## src/verilog/dvo_port_map.svh

```systemverilog
/*
 * constants for the dual digital video output port: clock figures,
 * divider, reset values and default line length.
 * assumes inclusion by bare name from the package and design files.
 */
`ifndef DVO_PORT_MAP_SVH
`define DVO_PORT_MAP_SVH

`define DVO_SYS_CLK_MHZ 40
`define DVO_MAX_OUT_CLK_MHZ 165
`define DVO_OUT_CLK_DIV 2
`define DVO_OUT_CLK_MHZ (`DVO_SYS_CLK_MHZ / `DVO_OUT_CLK_DIV)
`define DVO_HALF_BITS 12
`define DVO_PIX_BITS 24
`define DVO_LINE_PIXELS 800
`define DVO_LINE_CNT_BITS 16
`define DVO_STRAP_RST 1'b0
`define DVO_SCL_OE_RST 1'b0
`define DVO_SYNC_RST 2'h0

`endif

```

## src/verilog/dvo_port_pkg.sv

```systemverilog
/*
 * types shared by the video output port: channel configuration,
 * pixel beat, field/stall and half-period states.
 * assumes dvo_port_map.svh is on the include path.
 */
`include "dvo_port_map.svh"

package dvo_port_pkg;

	typedef struct packed
	{
		logic line_pol;
		logic frame_pol;
		logic border_mode;
		logic fs_en;
		logic fs_stall;
		logic fs_pol;
	} chan_cfg_t;

	typedef struct packed
	{
		logic [`DVO_PIX_BITS-1:0] data;
		logic line_sync;
		logic frame_sync;
		logic active;
		logic border;
	} pix_beat_t;

	typedef enum logic [1:0]
	{
		FS_IDLE = 2'b00,
		FS_ARMED = 2'b01,
		FS_HOLD = 2'b10
	} fs_state_t;

	typedef enum logic
	{
		PH_LOW_HALF = 1'b0,
		PH_HIGH_HALF = 1'b1
	} half_t;

endpackage
```

## src/verilog/dvo_lane.sv

```systemverilog
/*
 * one video output channel: clock pair, double-edge pixel bus,
 * line/frame sync and active indicator, launched with the rising clock edge and the low half.
 * assumes beats come from logic on the same clock as i_clk.
 */
`timescale 1ns/10ps

module dvo_lane
	import dvo_port_pkg::*;
(
	input wire logic i_clk,
	input wire logic i_rst,
	input wire logic i_en,
	input wire chan_cfg_t i_cfg,
	input wire pix_beat_t i_beat,
	input wire logic i_valid,
	input wire logic i_hold,
	output logic o_ready,
	output logic o_line_start,
	output logic o_clk_p,
	output logic o_clk_n,
	output logic [`DVO_HALF_BITS-1:0] o_bus,
	output logic o_line_sync,
	output logic o_frame_sync,
	output logic o_active_n
);

	half_t phase_ff, nxt_phase;
	pix_beat_t beat_ff, nxt_beat;
	logic clk_ff, nxt_clk;
	logic [`DVO_HALF_BITS-1:0] bus_ff, nxt_bus;
	logic ls_ff, nxt_ls;
	logic fs_ff, nxt_fs;
	logic act_n_ff, nxt_act_n;
	logic prev_ls_ff, nxt_prev_ls;
	logic take;
	pix_beat_t cur;

	assign o_ready = i_en & (phase_ff == PH_LOW_HALF) & ~i_hold;
	assign o_line_start = i_valid & i_beat.line_sync & ~prev_ls_ff;
	assign o_clk_p = clk_ff;
	assign o_clk_n = ~clk_ff;
	assign o_bus = bus_ff;
	assign o_line_sync = ls_ff;
	assign o_frame_sync = fs_ff;
	assign o_active_n = act_n_ff;

	always_comb
	begin
		take = i_valid & o_ready;
		cur = take ? i_beat : '0;
		nxt_phase = phase_ff;
		nxt_beat = beat_ff;
		nxt_clk = clk_ff;
		nxt_bus = bus_ff;
		nxt_ls = ls_ff;
		nxt_fs = fs_ff;
		nxt_act_n = act_n_ff;
		nxt_prev_ls = prev_ls_ff;
		if (!i_en)
		begin
			nxt_phase = PH_LOW_HALF;
			nxt_beat = '0;
			nxt_clk = 1'b0;
			nxt_bus = '0;
			nxt_ls = ~i_cfg.line_pol;
			nxt_fs = ~i_cfg.frame_pol;
			nxt_act_n = 1'b1;
			nxt_prev_ls = 1'b0;
		end
		else if (phase_ff == PH_LOW_HALF)
		begin
			// rising edge: low half plus syncs go out together
			nxt_phase = PH_HIGH_HALF;
			nxt_beat = cur;
			nxt_clk = 1'b1;
			nxt_bus = cur.data[`DVO_HALF_BITS-1:0];
			nxt_ls = ~(cur.line_sync ^ i_cfg.line_pol);
			nxt_fs = ~(cur.frame_sync ^ i_cfg.frame_pol);
			if (i_cfg.border_mode)
				nxt_act_n = ~(cur.active | cur.border);
			else
				nxt_act_n = ~cur.active;
			if (take)
				nxt_prev_ls = cur.line_sync;
		end
		else
		begin
			// falling edge: upper half of the same pixel
			nxt_phase = PH_LOW_HALF;
			nxt_clk = 1'b0;
			nxt_bus = beat_ff.data[`DVO_PIX_BITS-1:`DVO_HALF_BITS];
		end
	end

	always_ff @(posedge i_clk)
	begin
		if (i_rst)
		begin
			phase_ff <= PH_LOW_HALF;
			beat_ff <= '0;
			clk_ff <= 1'b0;
			bus_ff <= '0;
			ls_ff <= 1'b0;
			fs_ff <= 1'b0;
			act_n_ff <= 1'b1;
			prev_ls_ff <= 1'b0;
		end
		else
		begin
			phase_ff <= nxt_phase;
			beat_ff <= nxt_beat;
			clk_ff <= nxt_clk;
			bus_ff <= nxt_bus;
			ls_ff <= nxt_ls;
			fs_ff <= nxt_fs;
			act_n_ff <= nxt_act_n;
			prev_ls_ff <= nxt_prev_ls;
		end
	end

endmodule

```

## src/verilog/dvo_out_port.sv

```systemverilog
/*
 * dual digital video output port: channels b and c, shared pixel
 * clock/interrupt input, shared interrupt input, field/stall inputs,
 * port-mode strap and the display-control serial clock pin.
 * assumes pin inputs are asynchronous to I_CLK_SYS; pixel beats and
 * configuration come from logic on I_CLK_SYS.
 */
// Summary of operation
// each channel sends 12 bits on each output clock edge, 24 per period.
// each channel drives a true/complement clock pair, at most 165 MHz.
// line and frame sync polarity of each channel is set by software.
// in blank mode the indicator marks active pixels without the border.
// in border mode the indicator marks active pixels and border pixels.
// the shared pixel clock input can be the dot clock pll reference.
// the shared pixel clock input can instead be an interrupt of b or c.
// in field mode the field input aligns the overlay field to the encoder.
// in stall mode an asserted input holds the pixel pipe for one line.
// field/stall polarity is selectable and a disabled input is ignored.
// the shared interrupt input is accepted for either channel.
// the serial clock pin is not driven while reset is held.
// a strap on the shared pin selects graphics port or video channels.
// sync and indicator outputs change on the same edge as pixel data.
`timescale 1ns/10ps

module dvo_out_port
	import dvo_port_pkg::*;
#(
	parameter int LINE_PIXELS = `DVO_LINE_PIXELS
)
(
	input wire logic I_CLK_SYS,
	input wire logic I_SRST,
	input wire logic I_PORT_MODE_STRAP,
	input wire chan_cfg_t I_CHAN_B_CFG,
	input wire chan_cfg_t I_CHAN_C_CFG,
	input wire pix_beat_t I_CHAN_B_BEAT,
	input wire logic I_CHAN_B_VALID,
	input wire pix_beat_t I_CHAN_C_BEAT,
	input wire logic I_CHAN_C_VALID,
	input wire logic I_CHAN_B_FIELD_OR_STALL_IN,
	input wire logic I_CHAN_C_FIELD_OR_STALL_IN,
	input wire logic I_SHARED_PIXCLK_OR_IRQ_IN,
	input wire logic I_PIXCLK_AS_IRQ,
	input wire logic I_PIXCLK_IRQ_TO_C,
	input wire logic I_SHARED_IRQ_IN_N,
	input wire logic I_SHARED_IRQ_TO_C,
	input wire logic I_DISPLAY_CTRL_SERIAL_CLOCK_IN,
	input wire logic I_SERIAL_CLOCK_PULL_LOW,
	output logic O_VIDEO_MODE,
	output logic O_CHAN_B_READY,
	output logic O_CHAN_C_READY,
	output logic O_CHAN_B_CLOCK_PAIR_P,
	output logic O_CHAN_B_CLOCK_PAIR_N,
	output logic [`DVO_HALF_BITS-1:0] O_CHAN_B_PIXEL_BUS,
	output logic O_CHAN_B_LINE_SYNC,
	output logic O_CHAN_B_FRAME_SYNC,
	output logic O_CHAN_B_ACTIVE_INDICATOR_N,
	output logic O_CHAN_C_CLOCK_PAIR_P,
	output logic O_CHAN_C_CLOCK_PAIR_N,
	output logic [`DVO_HALF_BITS-1:0] O_CHAN_C_PIXEL_BUS,
	output logic O_CHAN_C_LINE_SYNC,
	output logic O_CHAN_C_FRAME_SYNC,
	output logic O_CHAN_C_ACTIVE_INDICATOR_N,
	output logic O_CHAN_B_OVERLAY_FIELD,
	output logic O_CHAN_C_OVERLAY_FIELD,
	output logic O_CHAN_B_STALLED,
	output logic O_CHAN_C_STALLED,
	output logic O_PLL_REF_CLK,
	output logic O_PLL_REF_RISE,
	output logic O_CHAN_B_IRQ,
	output logic O_CHAN_C_IRQ,
	output logic O_DISPLAY_CTRL_SERIAL_CLOCK_OUT,
	output logic O_DISPLAY_CTRL_SERIAL_CLOCK_OE,
	output logic O_DISPLAY_CTRL_SERIAL_CLOCK_LEVEL
);

	localparam logic [`DVO_LINE_CNT_BITS-1:0] LINE_LAST =
		`DVO_LINE_CNT_BITS'(LINE_PIXELS - 1);

	// pin synchronisers: first stage read only by the second
	logic [1:0] fsin_s1_ff, fsin_s2_ff;
	logic pclk_s1_ff, pclk_s2_ff, pclk_prev_ff;
	logic irq_s1_ff, irq_s2_ff;
	logic strap_s1_ff, strap_s2_ff;
	logic scl_s1_ff, scl_s2_ff;

	// strap capture and serial clock drive
	logic strap_done_ff, nxt_strap_done;
	logic video_mode_ff, nxt_video_mode;
	logic scl_pull_ff, nxt_scl_pull;
	logic [1:0] fill_ff, nxt_fill;

	// per channel field/stall state, index 0 is b, 1 is c
	chan_cfg_t cfg [2];
	pix_beat_t beat [2];
	logic [1:0] valid, ready, line_start, hold, fs_eff;
	fs_state_t fs_state_ff [2];
	fs_state_t nxt_fs_state [2];
	logic [`DVO_LINE_CNT_BITS-1:0] line_cnt_ff [2];
	logic [`DVO_LINE_CNT_BITS-1:0] nxt_line_cnt [2];
	logic [1:0] fs_prev_ff, nxt_fs_prev;
	logic [1:0] field_ff, nxt_field;
	logic [1:0] pend_ff, nxt_pend;

	// irq and pll reference
	logic irq_b_ff, nxt_irq_b, irq_c_ff, nxt_irq_c;
	logic pref_ff, nxt_pref, prise_ff, nxt_prise;

	assign cfg[0] = I_CHAN_B_CFG;
	assign cfg[1] = I_CHAN_C_CFG;
	assign beat[0] = I_CHAN_B_BEAT;
	assign beat[1] = I_CHAN_C_BEAT;
	assign valid = {I_CHAN_C_VALID, I_CHAN_B_VALID};

	always_ff @(posedge I_CLK_SYS)
	begin
		if (I_SRST)
		begin
			fsin_s1_ff <= `DVO_SYNC_RST;
			fsin_s2_ff <= `DVO_SYNC_RST;
			{pclk_s1_ff, pclk_s2_ff, pclk_prev_ff} <= 3'h0;
			{irq_s1_ff, irq_s2_ff} <= 2'h3;
			{strap_s1_ff, strap_s2_ff} <= 2'h0;
			{scl_s1_ff, scl_s2_ff} <= 2'h3;
		end
		else
		begin
			fsin_s1_ff <= {I_CHAN_C_FIELD_OR_STALL_IN,
				I_CHAN_B_FIELD_OR_STALL_IN};
			fsin_s2_ff <= fsin_s1_ff;
			pclk_s1_ff <= I_SHARED_PIXCLK_OR_IRQ_IN;
			pclk_s2_ff <= pclk_s1_ff;
			pclk_prev_ff <= pclk_s2_ff;
			irq_s1_ff <= I_SHARED_IRQ_IN_N;
			irq_s2_ff <= irq_s1_ff;
			strap_s1_ff <= I_PORT_MODE_STRAP;
			strap_s2_ff <= strap_s1_ff;
			scl_s1_ff <= I_DISPLAY_CTRL_SERIAL_CLOCK_IN;
			scl_s2_ff <= scl_s1_ff;
		end
	end

	// strap caught once, after the synchroniser has filled
	always_comb
	begin
		nxt_strap_done = strap_done_ff;
		nxt_video_mode = video_mode_ff;
		nxt_scl_pull = I_SERIAL_CLOCK_PULL_LOW;
		nxt_fill = fill_ff;
		// wait two edges so the second stage holds the pin
		if (!fill_ff[1])
			nxt_fill = fill_ff + 2'h1;
		if (!strap_done_ff && fill_ff[1])
		begin
			nxt_video_mode = strap_s2_ff;
			nxt_strap_done = 1'b1;
		end
	end

	always_ff @(posedge I_CLK_SYS)
	begin
		if (I_SRST)
		begin
			strap_done_ff <= 1'b0;
			fill_ff <= 2'h0;
			video_mode_ff <= `DVO_STRAP_RST;
			scl_pull_ff <= `DVO_SCL_OE_RST;
		end
		else
		begin
			strap_done_ff <= nxt_strap_done;
			fill_ff <= nxt_fill;
			video_mode_ff <= nxt_video_mode;
			scl_pull_ff <= nxt_scl_pull;
		end
	end

	assign O_VIDEO_MODE = video_mode_ff;
	assign O_DISPLAY_CTRL_SERIAL_CLOCK_OUT = 1'b0;
	assign O_DISPLAY_CTRL_SERIAL_CLOCK_OE = scl_pull_ff & ~I_SRST;
	assign O_DISPLAY_CTRL_SERIAL_CLOCK_LEVEL = scl_s2_ff;

	// field/stall handling, one copy per channel
	always_comb
	begin
		for (int i = 0; i < 2; i++)
		begin
			fs_eff[i] = cfg[i].fs_en & (fsin_s2_ff[i] ^ cfg[i].fs_pol);
			nxt_fs_prev[i] = fs_eff[i];
			nxt_field[i] = field_ff[i];
			nxt_pend[i] = pend_ff[i];
			nxt_fs_state[i] = fs_state_ff[i];
			nxt_line_cnt[i] = line_cnt_ff[i];
			hold[i] = 1'b0;
			if (cfg[i].fs_en & ~cfg[i].fs_stall)
				nxt_field[i] = fs_eff[i];
			case (fs_state_ff[i])
				FS_IDLE:
				begin
					if (cfg[i].fs_en & cfg[i].fs_stall & fs_eff[i]
						& ~fs_prev_ff[i])
						nxt_fs_state[i] = FS_ARMED;
				end
				FS_ARMED:
				begin
					if (!(cfg[i].fs_en & cfg[i].fs_stall))
						nxt_fs_state[i] = FS_IDLE;
					else if (line_start[i])
					begin
						hold[i] = 1'b1;
						nxt_line_cnt[i] = '0;
						nxt_fs_state[i] = FS_HOLD;
					end
				end
				FS_HOLD:
				begin
					hold[i] = 1'b1;
					if (line_cnt_ff[i] == LINE_LAST)
						nxt_fs_state[i] = FS_IDLE;
					else
						nxt_line_cnt[i] = line_cnt_ff[i] + 1'b1;
				end
				default:
				begin
					nxt_fs_state[i] = FS_IDLE;
				end
			endcase
			nxt_pend[i] = fs_state_ff[i] != FS_IDLE;
		end
	end

	always_ff @(posedge I_CLK_SYS)
	begin
		if (I_SRST)
		begin
			fs_prev_ff <= 2'h0;
			field_ff <= 2'h0;
			pend_ff <= 2'h0;
			for (int i = 0; i < 2; i++)
			begin
				fs_state_ff[i] <= FS_IDLE;
				line_cnt_ff[i] <= '0;
			end
		end
		else
		begin
			fs_prev_ff <= nxt_fs_prev;
			field_ff <= nxt_field;
			pend_ff <= nxt_pend;
			for (int i = 0; i < 2; i++)
			begin
				fs_state_ff[i] <= nxt_fs_state[i];
				line_cnt_ff[i] <= nxt_line_cnt[i];
			end
		end
	end

	assign O_CHAN_B_OVERLAY_FIELD = field_ff[0];
	assign O_CHAN_C_OVERLAY_FIELD = field_ff[1];
	assign O_CHAN_B_STALLED = pend_ff[0];
	assign O_CHAN_C_STALLED = pend_ff[1];
	assign O_CHAN_B_READY = ready[0];
	assign O_CHAN_C_READY = ready[1];

	// shared pixel clock input and interrupt routing
	always_comb
	begin
		nxt_pref = ~I_PIXCLK_AS_IRQ & pclk_s2_ff;
		nxt_prise = ~I_PIXCLK_AS_IRQ & pclk_s2_ff & ~pclk_prev_ff;
		nxt_irq_b = (~irq_s2_ff & ~I_SHARED_IRQ_TO_C)
			| (I_PIXCLK_AS_IRQ & pclk_s2_ff & ~I_PIXCLK_IRQ_TO_C);
		nxt_irq_c = (~irq_s2_ff & I_SHARED_IRQ_TO_C)
			| (I_PIXCLK_AS_IRQ & pclk_s2_ff & I_PIXCLK_IRQ_TO_C);
	end

	always_ff @(posedge I_CLK_SYS)
	begin
		if (I_SRST)
		begin
			pref_ff <= 1'b0;
			prise_ff <= 1'b0;
			irq_b_ff <= 1'b0;
			irq_c_ff <= 1'b0;
		end
		else
		begin
			pref_ff <= nxt_pref;
			prise_ff <= nxt_prise;
			irq_b_ff <= nxt_irq_b;
			irq_c_ff <= nxt_irq_c;
		end
	end

	assign O_PLL_REF_CLK = pref_ff;
	assign O_PLL_REF_RISE = prise_ff;
	assign O_CHAN_B_IRQ = irq_b_ff;
	assign O_CHAN_C_IRQ = irq_c_ff;

	dvo_lane u_lane_b
	(
		.i_clk(I_CLK_SYS),
		.i_rst(I_SRST),
		.i_en(video_mode_ff),
		.i_cfg(cfg[0]),
		.i_beat(beat[0]),
		.i_valid(valid[0]),
		.i_hold(hold[0]),
		.o_ready(ready[0]),
		.o_line_start(line_start[0]),
		.o_clk_p(O_CHAN_B_CLOCK_PAIR_P),
		.o_clk_n(O_CHAN_B_CLOCK_PAIR_N),
		.o_bus(O_CHAN_B_PIXEL_BUS),
		.o_line_sync(O_CHAN_B_LINE_SYNC),
		.o_frame_sync(O_CHAN_B_FRAME_SYNC),
		.o_active_n(O_CHAN_B_ACTIVE_INDICATOR_N)
	);

	dvo_lane u_lane_c
	(
		.i_clk(I_CLK_SYS),
		.i_rst(I_SRST),
		.i_en(video_mode_ff),
		.i_cfg(cfg[1]),
		.i_beat(beat[1]),
		.i_valid(valid[1]),
		.i_hold(hold[1]),
		.o_ready(ready[1]),
		.o_line_start(line_start[1]),
		.o_clk_p(O_CHAN_C_CLOCK_PAIR_P),
		.o_clk_n(O_CHAN_C_CLOCK_PAIR_N),
		.o_bus(O_CHAN_C_PIXEL_BUS),
		.o_line_sync(O_CHAN_C_LINE_SYNC),
		.o_frame_sync(O_CHAN_C_FRAME_SYNC),
		.o_active_n(O_CHAN_C_ACTIVE_INDICATOR_N)
	);

endmodule

```

## config.mk

```make
export PLATFORM = sky130hd
export DESIGN_NAME = dvo_out_port
export DESIGN_NICKNAME = d
export VERILOG_FILES = /design/src/verilog/dvo_port_pkg.sv /design/src/verilog/dvo_lane.sv /design/src/verilog/dvo_out_port.sv
export VERILOG_INCLUDE_DIRS = /design/src /design/src/verilog
export SDC_FILE = /design/constraint.sdc
export NUM_CORES = 1
export LEC_CHECK = 0
export ABC_CLOCK_PERIOD_IN_PS = 3080
export BUFFER_PORTS_ARGS = -buffer_cell sky130_fd_sc_hd__clkbuf_2
export CAP_MARGIN = 20
export CORE_ASPECT_RATIO = 0.5
export CORE_MARGIN = 4
export CORE_UTILIZATION = 25
export CTS_CLUSTER_SIZE = 12
export DETAILED_ROUTE_END_ITERATION = 6
export GPL_TIMING_DRIVEN = 0
export PLACE_DENSITY_LB_ADDON = 0.08
export SYNTH_ARGS = -nofsm -noshare
export SYNTH_HDL_FRONTEND = slang
export SYNTH_SLANG_ARGS = --single-unit
```

## constraint.sdc

```tcl
create_clock -name I_CLK_SYS -period 3.08 [get_ports I_CLK_SYS]
set_clock_uncertainty 0.1 [all_clocks]
set_input_delay 0.616 -clock I_CLK_SYS [delete_from_list [all_inputs] [get_ports I_CLK_SYS]]
set_output_delay 0.616 -clock I_CLK_SYS [all_outputs]
set_load 0.1 [all_outputs]
```

Yosys cells after proc, flatten, opt, wreduce, memory -nomap -nowiden. Memories as Yosys holds them, arrays and structs flattened. Index checks and enable logic that the tools add are counted.

Bits in writable memories: 36. Flip-flop bits (word level): 110. Word-level logic and storage cells: 179. Input port bits: 82. Memories kept: 2.

Memories: line_cnt_ff (depth 2, bits a word 16, read ports 2, clocked after memory_dff 0, wr ports 2, RTL line dvo_out_port.sv:99) `` logic [`DVO_LINE_CNT_BITS-1:0] line_cnt_ff [2]; ``; fs_state_ff (depth 2, bits a word 2, read ports 2, clocked after memory_dff 0, wr ports 2, RTL line dvo_out_port.sv:97) `fs_state_t fs_state_ff [2];`.

Reductions and logical operators: 9. Equality and inequality tests: 8. Multiplexer cells: 48. Bitwise logic cells: 71. $add $sub $neg: 3.

Operators with widths (number): $mux W16 (8); $pmux W16 S2 (2); $mux W28 (2); $add A16 B1 Y16 const B (2); $eq A16 B10 Y1 const B (2); $not A1 Y1 (29); $and A1 B1 Y1 (28); $mux W12 (2); $mux W2 (11); $mux W1 (19); $pmux W2 S3 (2); $or A1 B1 Y1 (8); $xor A1 B1 Y1 (6); $eq A2 B1 Y1 const B (2); $eq A2 B2 Y1 const B (2); $logic_not A2 Y1 (2); $ne A2 B2 Y1 const B (2); $pmux W1 S2 (2); $reduce_and A2 Y1 (2); $reduce_bool A2 Y1 (2); $add A2 B1 Y2 const B (1); $reduce_or A2 Y1 (1); $logic_and A1 B1 Y1 (1); $logic_not A1 Y1 (1).

Longest topological paths before layout. Gate-level depths: netlist of run 1.

Word-level depth: 13. Mapped depth: 9. Depth with buffers taken out: 7.

Modules after synthesis. A second synthesis of run 1 with hierarchy kept.

Cell total of the unflattened synthesis: 558. Area total of the unflattened synthesis: 4949.7 um^2.

By module, submodules not included: dvo_out_port (instances 1, area an instance 2885.3 um^2, cells each 314, sequential area each 1281.2 um^2); dvo_lane (instances 2, area an instance 1032.2 um^2, cells each 122, sequential area each 580.6 um^2).

Worst setup path after synthesis of run 1. No wires, ideal clock.

Path kind: reg2reg. Start point: reg video_mode_ff (netlist: O_VIDEO_MODE). End point: reg u_lane_c.beat_ff[27] in the netlist's numbering. Arrival: 4.650 ns. Cell stages (with the launch flop): 9. Path slack: -1.740 ns. Buffers on the path: 3. Path through: dfxtp_1 -> clkbuf_1 -> nand2b_1 -> a221oi_1 -> and2_1 -> buf_2 -> clkbuf_1 -> nand2_1 -> a21oi_1.

Cells in the longest elaborated chain, start to end: 4. Elaborated cells on any way between the ends: 6. Those cells by class: mux (1); bitwise (4); reduce/logical (1).

RTL lines: from (decl) (RTL line dvo_out_port.sv:89) `logic video_mode_ff, nxt_video_mode;`; from (signal assigned) (RTL line dvo_out_port.sv:166) `` video_mode_ff <= `DVO_STRAP_RST; ``; from (signal assigned) (RTL line dvo_out_port.sv:173) `video_mode_ff <= nxt_video_mode;`; $and A1 B1 Y1 (2 in series) (RTL line dvo_lane.sv:39) `assign o_ready = i_en & (phase_ff == PH_LOW_HALF) & ~i_hold;`; named net O_CHAN_C_READY (RTL line dvo_out_port.sv:51) `output logic O_CHAN_C_READY,`; $and A1 B1 Y1 (RTL line dvo_lane.sv:50) `take = i_valid & o_ready;`; $mux W28 (RTL line dvo_lane.sv:51) `cur = take ? i_beat : '0;`; to (signal assigned) (RTL line dvo_lane.sv:112) `beat_ff <= nxt_beat;`; to (decl) (RTL line dvo_lane.sv:29) `pix_beat_t beat_ff, nxt_beat;`.

The timed path passes the listed nets, and every way through them passes these cells. A chain may end at the register's enable or synchronous reset.

==> out/results.ini, run 1 <==
[run_status]
status = finished clean

[critical_path]
crit_required_ns = 2.36
worstSetupStartpointType = register
criticalPathCategory = reg -> out
path_max_fanout = 4
arrival_ns = 2.20
end_kind = output pin

[floorplanning]
die_h_um = 107
rows = 35
die_w_um = 206
coreArea_um2 = 18800
io_pins = 130
start_util_pct = 26.1
die-area_um2 = 22100

[sta]
max_slew_margin_pct = 48.3
min_period_ns = 2.92
final.setup.tns_ns = 0
setup_viol_count_final = 0
hold_viol = 0
clock.fmax_mhz = 343
fin_crit_sh_pct = 94.7
max_slew.worst_pin.slew_ns = 0.770
rsz0062_at_grt = no
slew_violations = 0

[final_layout]
areaGrowthSynthToFinish_pct = 33.1
fillers = 2052
seqCellArea_um2 = 2440
drive_gt1_share_pct = 25.0
fin_util_pct = 34.7
nets = 797
multiInputGateArea_um2 = 2330
num_antenna_cells = 0

[cts]
cts_num_sinks = 122
cts_root_buf = clkbuf_16
max-clock-path-buffers = 2
cts.clk_slew.worst_paths_ns = 0.06
cts_hold_buf = 0
htree_num_levels = 4
cts_tree = built
clock_latency_ns = 0.41
cts_buffers = 17

[place]
port-buffer-count = 127
gp_congestion = 0.744
hpwl_um = 10500

[yosys]
yosys-top-cells-area = dfxtp_1 50%, nand2_1 7.8%, a21oi_1 7.1%
synth.largest_area_cell = dfxtp_1
synthesis.nets = 651
synthCells = 561
ys_top_cells_by_count = 122 x dfxtp_1, 102 x nand2_1, 70 x a21oi_1
synth-seq-cells = 122
synthAdderAreaFrac_pct = 2.04
synth_xor_area_share_pct = 3.75
ys_types = 60
avgSynthCellArea_um2 = 8.75
synth-main-ff-cell = dfxtp_1
muxShareOfSynthArea_pct = 1.04
synthArstFlopShare_pct = 0
synth_edf_count = 0
ys_warn_count = 0
synth-compound-area-share_pct = 14.3
synth.top_cell.area_share_pct = 49.7
synthSimpleGateAreaFrac_pct = 25.5
yosysSeqAreaShare_pct = 49.7
synth_top_family_by_area = simple AND/OR/NAND/NOR gates
synthesis.area_um2 = 4910
yosysMostFrequentCell = dfxtp_1

[route]
drc = 0
drt_iter0_drc = 204
antenna_left = 0
wl_per_cell_um = 14.5
wirelength_um = 14200
dr.pass1.iters = 4
viasPerCell = 4.48
routed-via-count = 4383

[global_routing]
grt_pass1_vias = 4321
grt_overflow = 0
grt_usage_pct = 13.2
grt_first_pass_wirelength_um = 22900
grt_antenna_before_repair = 0
grt_max_degree = 17

[pwr]
p_per_area_nw_per_um2 = 647
ir_drop_mv = 0.434
power.leakage_nw = 2.49

[run]
cap_violations = 0

[worst_hold_path]
min_path_type = reg -> reg

power by group:
part / total [W] / leakage [nW] / switching [W] / internal [W]
logic: 0.000450 / 1.19 / 0.000313 / 0.000137
clock network: 0.00213 / 0.303 / 0.000737 / 0.00140
registers: 0.00164 / 0.990 / 0.0000223 / 0.00162
metal layers:
| metal | vias to the layer above | track usage, % | routed length [um] |
|---|---|---|---|
| li1 | 2244 | - | - |
| met1 | 2046 | 16.5 | 6660 |
| met2 | 80 | 20.9 | 6540 |
| met3 | 13 | 5.14 | 840 |
| met4 | 0 | 4.36 | 200 |
| met5 | - | 0 | 0 |
sequential cells by signal, summed over array words and instances, names as in the netlist, 4 cells and up:
signal            cells
fs_state_ff           4
line_cnt_ff          32
u_lane_c.beat_ff     12
u_lane_c.o_bus       12
u_lane_b.o_bus       12
u_lane_b.beat_ff     12
critical path, stage by stage (launching register included):
cell and delay [ns]:
dfxtp_1 0.35, inv_1 0.07, ha_1 0.32, and4b_1 0.22, a221oi_4 0.30, clkbuf_2 0.52
what timing repair did:
action,4_1_cts,5_1_grt
gates resized for setup,0,2
endpoints found under the hold margin,0,0
endpoints found under the setup margin,0,11
buffers inserted,0,0
layout make-up:
| type | instances | area share, % |
|---|---|---|
| sequential | 122 | 37.4 |
| multi-input combinational | 395 | 35.6 |
| timing repair buffer | 127 | 9.73 |
| clock buffer | 21 | 7.05 |
| tap | 259 | 4.96 |
| clock inverter | 11 | 2.57 |
| buffer | 27 | 1.70 |
| inverter | 17 | 0.976 |
metrics by stage:
stage / area, um2 / hold slack (ns) / setup WS [ns] / power, W / instances
after floorplan: 4940 / 0.267 / 0.0628 / 0.00199 / 561
after CTS: 6530 / 0.272 / 0.133 / 0.00431 / 979
after detailed placement: 5900 / 0.280 / 0.202 / 0.00213 / 947
after global routing: 6540 / 0.290 / 0.0338 / 0.00441 / 979
after global placement: 5900 / 0.276 / 0.191 / 0.00213 / 947
final: 6540 / 0.285 / 0.165 / 0.00423 / 979
worst paths after layout:
check | from | to | slack, ns | cells after the start
worst max-delay path | fs_state_ff[0][3]$_SDFFE_PP0P_ | O_CHAN_C_READY | 0.16 | 5
worst min-delay path | pclk_prev_ff$_SDFF_PP0_ | O_PLL_REF_RISE$_SDFF_PP0_ | 0.28 | 1
worst max register to register | fs_state_ff[0][1]$_SDFFE_PP0P_ | u_lane_b.o_bus[3]$_SDFF_PP0_ | 0.49 | 8
worst min register to register | pclk_prev_ff$_SDFF_PP0_ | O_PLL_REF_RISE$_SDFF_PP0_ | 0.28 | 1
placed cells by master, fill, tap and decap left out, types with 4 or more instances in the layout:
master,count
xnor2_1,14
mux2i_1,4
nor2_1,40
and3_1,5
xor2_1,7
o31ai_1,8
nor2b_1,18
a21oi_1,70
ha_1,8
or4_1,10
nand2_1,102
o21ai_0,4
clkbuf_2,127
buf_2,5
dfxtp_1,121
nand4_1,11
nand3_1,17
clkbuf_1,21
inv_1,16
clkbuf_16,17
a211oi_1,8
bufinv_16,4
or2_2,4
or3_1,4
nor4_1,4
kinds of logic after synthesis:
group | count (synthesis)
other | 1
xor gates and xnor gates | 21
muxes | 5
and+or+nand+nor | 245
buffers and inverters | 44
AOI/OAI and AO/OA | 115
DFF | 122
adders and majority gates | 8
Note: power is estimated with default switching activity, not from simulation.
==> inputs of run 2 (changes only) <==
ABC_CLOCK_PERIOD_IN_PS = 3700   (was 3080)
CORE_UTILIZATION = 50   (was 25)
clock period = 3.7 ns   (was 3.08 ns; I/O delays follow)
==> run 2 against run 1 <==
Global-route usage increased by 8.1 points. Clock power decreased by 24%. Utilization increased by 32 points. Sequential share of layout area increased by 1.3 points. Final cell count decreased by 13%. Critical path depth unchanged. Routed wire length decreased by 15%. Via count increased by 1.1%. Count of clock-buffer cells in the layout decreased by 4. Total power decreased by 21%. Register-to-register slack improved by 0.29 ns.
==> out/results.ini, run 2 (same netlist as run 1, synthesis figures left out) <==
[run_status]
status = finished clean

[floorplanning]
die-area_um2 = 11600
die_w_um = 148
rows = 25
start_util_pct = 51.6
die_h_um = 78.1
io_pins = 130
coreArea_um2 = 9510

[worst_hold_path]
min_path_type = reg -> reg
min_path_cells = 1

[critical_path]
worstSetupStartpointType = register
end_kind = output pin
criticalPathCategory = reg -> out
crit_slowest_cell = clkbuf_2
arrival_ns = 2.22
cp.depth = 5
path_max_fanout = 4
ff2ff_path_depth = 8
max_stage_delay_ns = 0.51
cpLargestDelayFamily = buffers and inverters
cp_cell_sequence = inv_1 > ha_1 > and4b_1 > a221oi_4 > clkbuf_2
crit_required_ns = 2.86
path_buf_inv = 2

[global_routing]
grt_usage_pct = 21.3
grt_antenna_before_repair = 0
grt_first_pass_wirelength_um = 19800
grt_overflow = 0
grt_max_degree = 17
grt_pass1_vias = 4153

[cts]
clock_latency_ns = 0.42
cts.clk_slew.worst_paths_ns = 0.06
cts_num_sinks = 122
cts_hold_buf = 0
cts_tree = built
cts_buffers = 17
postCtsSetupRepairBufs = 0
htree_num_levels = 4
max-clock-path-buffers = 2
cts_resized = 0
cts_root_buf = clkbuf_16

[pwr]
p_per_area_nw_per_um2 = 531
clock_power_share_pct = 48.2
switchingPower_w = 0.000943
ir_drop_mv = 0.345
pwr-share-comb_pct = 11.1
power.leakage_nw = 2.46
p_int_w = 0.00241
p_seq_share_pct = 40.8
power_w = 0.00336
switching_share_pct = 28.1

[final_layout]
areaGrowthSynthToFinish_pct = 28.7
drive_gt1_share_pct = 25.0
fillers = 824
final_cells = 855
layout_commonest_cell = clkbuf_2
final_cell_mix = 127 x clkbuf_2, 122 x dfxtp_1, 102 x nand2_1
seqCellArea_um2 = 2440
largest-register = line_cnt_ff
multiInputGateArea_um2 = 2310
num_antenna_cells = 0
nets = 797
fin_util_pct = 66.5
largest_reg_flops = 32

[sta]
clock.fmax_mhz = 327
final.setup.tns_ns = 0
max_slew_margin_pct = 43.4
min_period_ns = 3.06
setup_viol_count_final = 0
hold_viol = 0
fin_crit_sh_pct = 82.6
rsz0062_at_grt = no
max_slew.worst_pin.slew_ns = 0.842
slew_violations = 0

[route]
antenna_left = 0
drc = 0
routed-via-count = 4430
wirelength_um = 12100
dr.pass1.iters = 5
wl_per_cell_um = 14.1
drt_iter0_drc = 176
viasPerCell = 5.18

[place]
hpwl_um = 8650
port-buffer-count = 127
placed_cells = 823
gp_congestion = 0.842

[run]
cap_violations = 0

## run 2: cell count changes in the layout (fill, tap and decap cells not counted), sizes merged
cell	previous run	this run
bufinv	4	1
clkbuf	167	163
inv	17	24
## run 2: area by class of cell
cell class                      instances  area share [%]
Multi-Input combinational cell        395            36.6
Clock inverter                         15            2.49
Clock buffer                           17            6.73
Buffer                                 27            1.76
Inverter                               17            1.01
Sequential cell                       122            38.6
Timing Repair Buffer                  127            10.1
Tap cell                              135            2.67
## run 2: layer usage
metal / vias up / part of all wire [%] / GRT usage [%]
met3: 15 / 8.0 / 8.25
met4: 0 / 1.1 / 7.83
met5: - / 0 / 0
met1: 2058 / 45 / 25.9
li1: 2253 / - / -
met2: 104 / 46 / 34.5
## run 2: stage by stage
| stage | cell area, um2 | setup slack, ns | hold slack, ns |
|---|---|---|---|
| final | 6320 | 0.644 | 0.279 |
| after global routing | 6320 | 0.438 | 0.309 |
| after CTS | 6320 | 0.641 | 0.282 |
| after detailed placement | 5740 | 0.640 | 0.274 |
| after global placement | 5740 | 0.648 | 0.274 |
| after floorplan | 4930 | 0.265 | 0.267 |
## run 2: path summary, 6_finish.rpt
path | start | to | slack [ns]
setup / recovery | fs_state_ff[0][3]$_SDFFE_PP0P_ | O_CHAN_C_READY | 0.64
hold / removal | pclk_prev_ff$_SDFF_PP0_ | O_PLL_REF_RISE$_SDFF_PP0_ | 0.28
setup reg to reg | fs_state_ff[0][0]$_SDFFE_PP0P_ | u_lane_b.o_bus[5]$_SDFF_PP0_ | 0.78
hold reg to reg | pclk_prev_ff$_SDFF_PP0_ | O_PLL_REF_RISE$_SDFF_PP0_ | 0.28
## run 2: power by group through the flow
stage               Clock, W  Sequential (W)  Combinational (W)
floorplan                  0         0.00149           0.000172
detailed placement         0         0.00140           0.000368
global placement           0         0.00139           0.000364
CTS                  0.00165         0.00137           0.000371
finish               0.00162         0.00137           0.000371
global route         0.00171         0.00137           0.000402
==> inputs of run 3 (changes only) <==
ABC_CLOCK_PERIOD_IN_PS = 2900   (was 3700)
clock period = 2.9 ns   (was 3.7 ns; I/O delays follow)
==> run 3 against run 2 <==
First-iteration DRC count grew 19%. Utilization grew 0.16 points. Flip-flop and latch count is the same. Final cell count is the same. Die area is the same. Global-route usage grew 0.68 points. Count of clock-buffer cells in the layout grew 1. Total power grew 27%. Sequential share of layout area is essentially flat. Setup slack lost 0.55 ns. Register-to-register slack lost 0.45 ns.
==> out/results.ini, run 3 (same netlist as run 1, synthesis figures left out) <==
[cts]
max-clock-path-buffers = 2
cts_root_buf = clkbuf_16
htree_num_levels = 4
cts_tree = built
clock_latency_ns = 0.41
postCtsSetupRepairBufs = 0
cts_num_sinks = 122
cts_buffers = 17
cts.clk_slew.worst_paths_ns = 0.06
cts_hold_buf = 0
cts_resized = 0

[floorplanning]
coreArea_um2 = 9510
die-area_um2 = 11600
die_h_um = 78.1
start_util_pct = 51.6
die_w_um = 148
io_pins = 130
rows = 25

[final_layout]
largest_reg_flops = 32
final_cells = 855
drive_gt1_share_pct = 25.6
largest-register = line_cnt_ff
final_cell_mix = 126 x clkbuf_2, 120 x dfxtp_1, 102 x nand2_1
layout_commonest_cell = clkbuf_2
nets = 797
num_antenna_cells = 0
finalInstanceArea_um2 = 6330
areaGrowthSynthToFinish_pct = 29.0

[route]
viasPerCell = 5.11
drc = 0
routed-via-count = 4371
wl_per_cell_um = 14.1
drt_iter0_drc = 209
dr.pass1.iters = 5
wirelength_um = 12000
antenna_left = 0

[critical_path]
cp.depth = 5
ff2ff_path_depth = 8
worstSetupStartpointType = register
end_kind = output pin
arrival_ns = 2.12
cp_cell_sequence = inv_1 > ha_1 > and4b_1 > a211oi_4 > clkbuf_2
r2r_slack_ns = 0.33
criticalPathCategory = reg -> out
cpLargestDelayFamily = buffers and inverters
crit_start = fs_state_ff[0][1]$_SDFFE_PP0P_
path_max_fanout = 3
critPathCapture = O_CHAN_B_READY
timing.rr.end = u_lane_b.beat_ff[17]$_SDFFE_PP0N_
max_stage_delay_ns = 0.49
crit_slowest_cell = clkbuf_2
path_buf_inv = 2
crit_required_ns = 2.22
timing.rr.start = fs_state_ff[0][1]$_SDFFE_PP0P_

[pwr]
power.leakage_nw = 2.47
pwr-share-comb_pct = 11.1
p_int_w = 0.00309
p_per_area_nw_per_um2 = 671
p_seq_share_pct = 41.0
switching_share_pct = 27.4
clock_power_share_pct = 47.8
switchingPower_w = 0.00117
ir_drop_mv = 0.405

[place]
placed_cells = 823
port-buffer-count = 127
gp_congestion = 0.854
placed_cell_area_um2 = 5750
hpwl_um = 8630

[sta]
min_period_ns = 2.80
final.setup.tns_ns = 0
clock.fmax_mhz = 357
fin_crit_sh_pct = 96.7
hold_viol = 0
slew_violations = 0
rsz0062_at_grt = no
max_slew.worst_pin.slew_ns = 0.768
setup_viol_count_final = 0
max_slew_margin_pct = 48.4

[global_routing]
grt_usage_pct = 21.9
grt_first_pass_wirelength_um = 20500
grt_max_degree = 17
grt_overflow = 0
grt_antenna_before_repair = 1
grt_pass1_vias = 4225

[run]
cap_violations = 0

[run_status]
status = finished clean

[worst_hold_path]
min_path_type = in -> reg

[run 3: layer usage]
metal	vias up	global-route usage (%)	wire, um
met1	1996	27.1	5300
li1	2249	-	-
met2	113	34.7	5530
met5	-	0	13
met3	11	10.7	1110
met4	2	5.44	80
[run 3: cell type report]
| type | instances | area [um2] |
|---|---|---|
| Clock buffer | 18 | 439 |
| Tap cell | 135 | 169 |
| Clock inverter | 14 | 135 |
| Sequential cell | 122 | 2450 |
| Fill cell | 834 | 3170 |
| Multi-Input combinational cell | 395 | 2330 |
| Inverter | 17 | 63.8 |
| Buffer | 27 | 111 |
| Timing Repair Buffer | 127 | 638 |
[run 3: worst min path at each step]
stage / slack, ns / endpoint / depth (start not counted) / from
final: 0.24 / scl_s1_ff$_SDFF_PP1_ / 2 / I_DISPLAY_CTRL_SERIAL_CLOCK_IN
after global placement: 0.28 / O_PLL_REF_RISE$_SDFF_PP0_ / 1 / pclk_prev_ff$_SDFF_PP0_
after CTS: 0.23 / scl_s1_ff$_SDFF_PP1_ / 2 / I_DISPLAY_CTRL_SERIAL_CLOCK_IN
after detailed placement: 0.29 / irq_s2_ff$_SDFF_PP1_ / 1 / irq_s1_ff$_SDFF_PP1_
after floorplan: 0.27 / O_PLL_REF_RISE$_SDFF_PP0_ / 1 / pclk_prev_ff$_SDFF_PP0_
after global routing: 0.24 / irq_s1_ff$_SDFF_PP1_ / 2 / I_SHARED_IRQ_IN_N
[run 3: stage by stage]
step           setup slack, ns  utilization (%)  hold slack, ns  power (W)
6_report                0.0963             66.6           0.244    0.00425
5_1_grt                 0.0120             66.6           0.242    0.00442
3_3_place_gp           -0.0349             60.5           0.278    0.00224
3_5_place_dp           -0.0184             60.5           0.293    0.00225
4_1_cts                0.00293             66.5           0.230    0.00428
2_1_floorplan           0.0462                -           0.267    0.00212
[run 3: power groups by stage]
stage	Clock [W]	Sequential [W]	Combinational, W
after floorplan	0	0.00190	0.000221
after global routing	0.00215	0.00175	0.000519
after detailed placement	0	0.00178	0.000469
after CTS	0.00206	0.00174	0.000473
final	0.00203	0.00174	0.000474
after global placement	0	0.00178	0.000466
